[config.mk]
export PLATFORM = sky130hd
export DESIGN_NAME = sa_annunciator
export DESIGN_NICKNAME = d
export VERILOG_FILES = /design/src/pkg/sa_pkg.sv /design/src/hdl/sa_annunciator.sv
export VERILOG_INCLUDE_DIRS = /design/src /design/src/pkg
export SDC_FILE = /design/constraint.sdc
export NUM_CORES = 1
export LEC_CHECK = 0
export BUFFER_PORTS_ARGS = -buffer_cell sky130_fd_sc_hd__buf_2
export CORE_ASPECT_RATIO = 1.5
export CORE_MARGIN = 2
export CORE_UTILIZATION = 30
export DETAILED_ROUTE_END_ITERATION = 12
export PLACE_DENSITY = 0.52
export SLEW_MARGIN = 20
export SYNTH_ARGS = -nofsm -noshare
export SYNTH_HDL_FRONTEND = slang
export SYNTH_SLANG_ARGS = --single-unit
[constraint.sdc]
create_clock -name clk -period 1.9 [get_ports clk]
set_input_delay 0.19 -clock clk [delete_from_list [all_inputs] [get_ports clk]]
set_output_delay 0.19 -clock clk [all_outputs]
set_load 0.005 [all_outputs]
[src/pkg/sa_params.svh]
`ifndef SA_PARAMS_SVH
`define SA_PARAMS_SVH
// Blink half period in ms and derived cycle count at 20 MHz
`define SA_CLK_HZ        20000000
`define SA_BLINK_HALF_MS 250
`define SA_BLINK_CYC     ((`SA_CLK_HZ / 1000) * `SA_BLINK_HALF_MS)
// Plasma threshold: current above max / 1024
`define SA_PLASMA_SHIFT  10
`define SA_CUR_W         16
// Indicator count per panel type
`define SA_LEDS_STD      10
`define SA_LEDS_MINI     9
// Reset value of active-low lines (inactive high)
`define SA_LINE_IDLE     1'b1
`endif

[src/pkg/sa_pkg.sv]
package sa_pkg;
  // Selected target-life counter
  typedef enum logic [1:0] {
    SA_TGT_NONE,
    SA_TGT_1,
    SA_TGT_2,
    SA_TGT_3
  } sa_target_t;

  // Conditions reported by the controller
  typedef struct packed {
    logic output_on;
    logic contactor_closed;
    logic at_setpoint;
    logic overcurrent;
    logic life_ended;
    logic ramping;
    logic ramp_paused;
    logic temp_high;
    logic water_fault;
    logic vac_fault;
    logic aux_fault;
  } sa_cond_t;

  // Status indicator LEDs (standard panel order)
  typedef struct packed {
    logic arc;
    logic ramp;
    logic setpoint;
    logic plasma;
    logic output_led;
    logic target_life;
    logic temp;
    logic water;
    logic vacuum;
    logic auxiliary;
  } sa_leds_t;
endpackage : sa_pkg

[src/hdl/sa_annunciator.sv]
// Behaviour
// - Close one of three relay pairs showing the selected counter; none when no target is selected.
// - Drive two select lines that together encode the selected target.
// - Output line low while contactor closed and output turned on.
// - Setpoint line low while output equals requested setpoint.
// - Arc line low when current reaches the overcurrent trip point.
// - Life-end line low once selected counter's target life ran out.
// - Arc event lights arc LED, fires shutdown circuit, sounds alarm.
// - Ramp LED steady while ramping, flashing when paused, off otherwise and always off at setpoint.
// - Setpoint LED steady at setpoint, flashing plus alarm off setpoint.
// - Setpoint LED lights or flashes only while plasma LED is lit.
// - Plasma LED when output on and current above max over 1024.
// - Output LED lights whenever output is turned on.
// - Ten indicators on standard panel, nine on reduced without auxiliary.
// - Overbar status lines are active low, asserted by driving low.
`timescale 1ns/1ps
`include "sa_params.svh"

module sa_annunciator
  import sa_pkg::*;
#(
  parameter int BLINK_CYC = `SA_BLINK_CYC
) (
  input  wire logic                 clk,
  input  wire logic                 rstn,
  input  wire sa_cond_t             cond_in,
  input  wire sa_target_t           target_sel,
  input  wire logic [`SA_CUR_W-1:0] current_meas,
  input  wire logic [`SA_CUR_W-1:0] current_max,
  input  wire logic                 mini_panel,
  output logic                      output_on_n,
  output logic                      at_setpoint_n,
  output logic                      arc_detect_n,
  output logic                      target_life_end_n,
  output logic                      target_select_lines,
  output logic                      target_select_lines_b,
  output logic [2:0]                relay_close,
  output logic                      arc_shutdown_circuit,
  output logic                      alarm,
  output sa_leds_t                  leds
);

  // ---------------------------------------------------------------
  // Helpers
  // ---------------------------------------------------------------
  // Flashing LED is lit only in the bright half of the common blink
  function automatic logic sa_flash(input logic lit, input logic phase);
    return lit & phase;
  endfunction : sa_flash

  // Counter number to contact pair; only one pair is ever closed,
  // and counter zero leaves every pair open
  function automatic logic [2:0] sa_relay_dec(input logic [1:0] sel);
    logic [2:0] pair;
    pair = 3'h0;
    unique case (sa_target_t'(sel))
      SA_TGT_1:    pair = 3'h1;
      SA_TGT_2:    pair = 3'h2;
      SA_TGT_3:    pair = 3'h4;
      SA_TGT_NONE: pair = 3'h0;
    endcase
    return pair;
  endfunction : sa_relay_dec

  // ---------------------------------------------------------------
  // Input synchronisers
  // ---------------------------------------------------------------
  // Conditions come from pins or other logic of unknown timing
  sa_cond_t             c_meta_q, c_meta_d, c_q, c_d;
  logic [1:0]           t_meta_q, t_meta_d, t_q, t_d;
  logic                 m_meta_q, m_meta_d, m_q, m_d;

  always_comb begin
    c_meta_d = cond_in;
    c_d      = c_meta_q;
    t_meta_d = target_sel;
    t_d      = t_meta_q;
    m_meta_d = mini_panel;
    m_d      = m_meta_q;
  end

  always_ff @(posedge clk) begin
    if (!rstn) begin
      c_meta_q <= '0;
      c_q      <= '0;
      t_meta_q <= 2'h0;
      t_q      <= 2'h0;
      m_meta_q <= 1'b0;
      m_q      <= 1'b0;
    end else begin
      c_meta_q <= c_meta_d;
      c_q      <= c_d;
      t_meta_q <= t_meta_d;
      t_q      <= t_d;
      m_meta_q <= m_meta_d;
      m_q      <= m_d;
    end
  end

  // ---------------------------------------------------------------
  // Common blink generator
  // ---------------------------------------------------------------
  // One counter for all LEDs so flashing ones stay in phase
  logic [31:0] blink_cnt_q, blink_cnt_d;
  logic        blink_q, blink_d;

  always_comb begin
    // Wraps once per half period, so one full blink is two wraps
    blink_cnt_d = blink_cnt_q + 32'h1;
    blink_d     = blink_q;
    if (blink_cnt_q >= 32'(BLINK_CYC - 1)) begin
      blink_cnt_d = 32'h0;
      blink_d     = ~blink_q;
    end
  end

  always_ff @(posedge clk) begin
    if (!rstn) begin
      blink_cnt_q <= 32'h0;
      blink_q     <= 1'b0;
    end else begin
      blink_cnt_q <= blink_cnt_d;
      blink_q     <= blink_d;
    end
  end

  // ---------------------------------------------------------------
  // Status lines, relays and indicators
  // ---------------------------------------------------------------
  // Threshold is a shift; current is sampled unsynchronised as a
  // slowly moving converter word from the same clock domain.
  logic     plasma;
  logic     on_n_d, sp_n_d, arc_n_d, life_n_d, sel_a_d, sel_b_d;
  logic     on_n_q, sp_n_q, arc_n_q, life_n_q, sel_a_q, sel_b_q;
  logic [2:0] relay_d, relay_q;
  logic     shut_d, shut_q, alarm_d, alarm_q;
  sa_leds_t leds_d, leds_q;

  assign plasma = c_q.output_on &&
                  (current_meas > (current_max >> `SA_PLASMA_SHIFT));

  always_comb begin
    // Active-low lines: low means asserted
    on_n_d   = ~(c_q.contactor_closed & c_q.output_on);
    sp_n_d   = ~c_q.at_setpoint;
    arc_n_d  = ~c_q.overcurrent;
    life_n_d = ~(c_q.life_ended && (t_q != 2'h0));
    // Two lines encode the selected target
    sel_a_d  = t_q[0];
    sel_b_d  = t_q[1];
    relay_d  = sa_relay_dec(t_q);
    shut_d   = c_q.overcurrent;

    leds_d            = '0;
    leds_d.arc        = c_q.overcurrent;
    leds_d.ramp       = c_q.ramping ||
                        sa_flash(c_q.ramp_paused, blink_q);
    // Ramp is over at setpoint even if the ramp flag lags behind
    if (c_q.at_setpoint) begin
      leds_d.ramp     = 1'b0;
    end
    leds_d.plasma     = plasma;
    // Setpoint LED gated by plasma
    if (plasma) begin
      leds_d.setpoint = c_q.at_setpoint ? 1'b1 : blink_q;
    end
    leds_d.output_led = c_q.output_on;
    // Fault LEDs flash in the shared phase so they never beat
    leds_d.target_life = sa_flash(c_q.life_ended, blink_q);
    leds_d.temp       = sa_flash(c_q.temp_high, blink_q);
    leds_d.water      = sa_flash(c_q.water_fault, blink_q);
    leds_d.vacuum     = sa_flash(c_q.vac_fault, blink_q);
    // Reduced panel has no auxiliary LED; the fault then shows nowhere, not even in the alarm
    leds_d.auxiliary  = !m_q && sa_flash(c_q.aux_fault, blink_q);

    // Alarm covers arc, setpoint lost under plasma and a spent target
    alarm_d = c_q.overcurrent
           || (plasma && !c_q.at_setpoint)
           || c_q.life_ended;
  end

  always_ff @(posedge clk) begin
    if (!rstn) begin
      // Remote side sees nothing asserted until real conditions arrive
      on_n_q   <= `SA_LINE_IDLE;
      sp_n_q   <= `SA_LINE_IDLE;
      arc_n_q  <= `SA_LINE_IDLE;
      life_n_q <= `SA_LINE_IDLE;
      sel_a_q  <= 1'b0;
      sel_b_q  <= 1'b0;
      relay_q  <= 3'h0;
      shut_q   <= 1'b0;
      alarm_q  <= 1'b0;
      leds_q   <= '0;
    end else begin
      on_n_q   <= on_n_d;
      sp_n_q   <= sp_n_d;
      arc_n_q  <= arc_n_d;
      life_n_q <= life_n_d;
      sel_a_q  <= sel_a_d;
      sel_b_q  <= sel_b_d;
      relay_q  <= relay_d;
      shut_q   <= shut_d;
      alarm_q  <= alarm_d;
      leds_q   <= leds_d;
    end
  end

  // ---------------------------------------------------------------
  // Pins
  // ---------------------------------------------------------------
  // Every pin comes straight from a flop, so no glitch reaches a cable
  assign output_on_n           = on_n_q;
  assign at_setpoint_n         = sp_n_q;
  assign arc_detect_n          = arc_n_q;
  assign target_life_end_n     = life_n_q;
  assign target_select_lines   = sel_a_q;
  assign target_select_lines_b = sel_b_q;
  assign relay_close           = relay_q;
  assign arc_shutdown_circuit  = shut_q;
  assign alarm                 = alarm_q;
  assign leds                  = leds_q;

endmodule : sa_annunciator

==> impl_metrics.yaml <==
route:
  vias_per_cell: 4.273
  drc: 0
  vias: 1987
  routed_wirelength_um: 4993
  dr.first_iter.drc_count: 72
  drtPass1Iterations: 3
  wl_per_cell_um: 10.74
  postRouteAntennaNets: 0
synth:
  synth_edf_count: 0
  ys_async_sr_fraction: 0
  synth_ff_type: "dfxtp_1"
  synth_compound_area_frac: 0.03715
  ys_warn_count: 0
  synth-simple-area-share: 0.2623
  synth_top_area_share: 0.5732
  synth-xor-area-share: 0.06192
  synth_top_area_cell: "dfxtp_1"
  muxShareOfSynthArea: 0.003538
  syn_area_mm2: 0.002829
  synth_cells: 273
  yosysUniqueCellTypes: 41
  ys_seq_elements: 81
  yosysSeqAreaShare: 0.5732
  synth-adder-area-share: 0.03096
  synth_top_family_by_area: "simple AND/OR/NAND/NOR gates"
  postSynthAreaPerCell_um2: 10.36
  yosys-top-cells-area: "dfxtp_1 57%, and2_1 7.1%, nor2_1 4.1%"
power:
  power_density_mw_per_mm2: 1067
  p_leak_nw: 1.532
  ir_worst_vdd_mv: 0.6953
  p_total_mw: 3.889
global_route:
  grt_usage: 0.1056
  grt_pass1_wl_um: 8404
  antenna_found_initial: 0
  overflow: 0
  grt_pass1_vias: 1953
  grt_max_degree: 27
placement:
  routabilityCongestion: 0.7565
  dp.final_hpwl_um: 3683
  dp_cells: 449
  portBuffers: 58
timing:
  finClkSkew_ns: 0.005668
  rsz0062_at_grt: "no"
  tightest_slew_ns: 0.5410
  fin_crit_ns: 1.662
  tns_ns: 0
  setup_viol: 0
  fmax_mhz: 601.5
  hold_violations: 0
  drv_slew: 0
  fin_crit_sh: 0.8750
  slew_headroom: 0.6300
clock_network:
  insertion_delay_ns: 0.33
  cts_hold_buf: 0
  cts_sinks: 81
  root_buffer: "clkbuf_16"
  cts_tree: "yes"
  cts_resized: 0
  cts_buffers: 9
  postCtsSetupBuffers: 0
  clkTransAtPathRegs_ns: 0.06
  cts_max_path_buffers: 2
  htree_levels: 3
min_path:
  min_path_type: "primary input to flop"
worst_setup_path:
  start_kind: "flop"
  endpoint_kind: "flop"
  cp.required_ns: 2.12
  path_max_fanout: 4
  worst-setup-path-type: "flop to flop"
  cp.arrival_ns: 1.88
die:
  io_pins: 69
  fp-row-count: 43
  core_mm2: 0.009200
  dieWidth_um: 83.29
  initial_core_util: 0.3075
  die_h_um: 122.9
  die-area_mm2: 0.01024
layout:
  instances_no_fill: 465
  n_antenna_cell: 0
  layout_common_cells: "81 x dfxtp_1, 58 x buf_2, 32 x and2_1"
  final_layout_size_suffix_gt1_frac: 0.2521
  fin_util: 0.3960
  nets: 403
  final_common_cell: "dfxtp_1"
  area_growth_syn_to_layout_pct: 28.79
flow_run:
  maxCapViolations: 0
outcome:
  status: "finished clean"
[layout make-up]
cell class                 instances  area, um2
tap                              112      140.1
sequential                        81       1622
clock inverter                     4      98.84
multi-input combinational        182       1154
inverter                          10      37.54
fill                             925       5557
clock buffer                      12      256.5
timing repair buffer              64      335.3
[metal layers]
metal	track usage	share of wire	wire, um	vias to the layer above
met2	0.1825	0.52	2590	36
met1	0.1169	0.42	2090	886
met3	0.02670	0.037	185	9
met5	0	0	0	-
met4	0.06455	0.025	126	0
li1	-	-	-	1056
[sequential cells by signal (all words and copies together), names as in the netlist, 2 cells and up]
signal / count
blink_cnt_q: 32
c_d: 11
c_q: 10
leds: 10
relay_close: 3
t_d: 2
t_q: 2
[synthesized netlist by cell type (all sizes together), types with 3 or more instances]
cell and number:
nor2 33, and3 10, nor2b 3, and2 32
buf 4, nand4 7, xnor2 12, clkbuf 4
ha 7, nand2 14, xor2 8, o21ai 3
inv 10, a21oi 3, nor3b 3, nand3 9
dfxtp 81, nor4 6, nor3 5
[stage by stage]
step	instance area (um2)	setup slack [ns]	hold slack, ns
6_report	3643	0.2375	0.05975
5_1_grt	3643	0.1389	0.05550
4_1_cts	3643	0.2358	0.04805
3_5_place_dp	3288	0.1160	0.3519
3_3_place_gp	3288	0.1701	0.3465
2_1_floorplan	2859	0.3433	0.3173
[critical path, cell delays in order (launching register included)]
cell and delay, ns:
dfxtp_1 0.40, inv_1 0.08, or4_4 0.59, nor4b_4 0.28, xnor2_1 0.16, nor2_2 0.04
[final timing paths]
| path | from | end | slack [ns] | cells past startpoint |
|---|---|---|---|---|
| hold reg to reg | c_q[9] | output_on_n | 0.36 | 1 |
| setup / recovery | blink_cnt_q[12] | blink_cnt_q[20] | 0.24 | 5 |
| hold / removal | cond_in[1] | c_d[1] | 0.06 | 2 |
| setup reg to reg | blink_cnt_q[12] | blink_cnt_q[20] | 0.24 | 5 |
[power by group]
group | switching, mW | leakage [nW] | internal, mW
Combinational | 0.0511 | 0.695 | 0.0682
Clock | 0.649 | 0.173 | 1.36
Sequential | 0.0157 | 0.664 | 1.75
Total | 0.715 | 1.53 | 3.17
[logic make-up (layout without fill, tap and decap cells)]
logic type,after synthesis,after routing
buf+inv,18,90
simple gates,130,130
xor+xnor,20,20
other cells,1,9
flops,81,81
compound gates,15,15
mux,1,1
fa+ha+maj,7,7
Power figures use the tool's default switching activity.
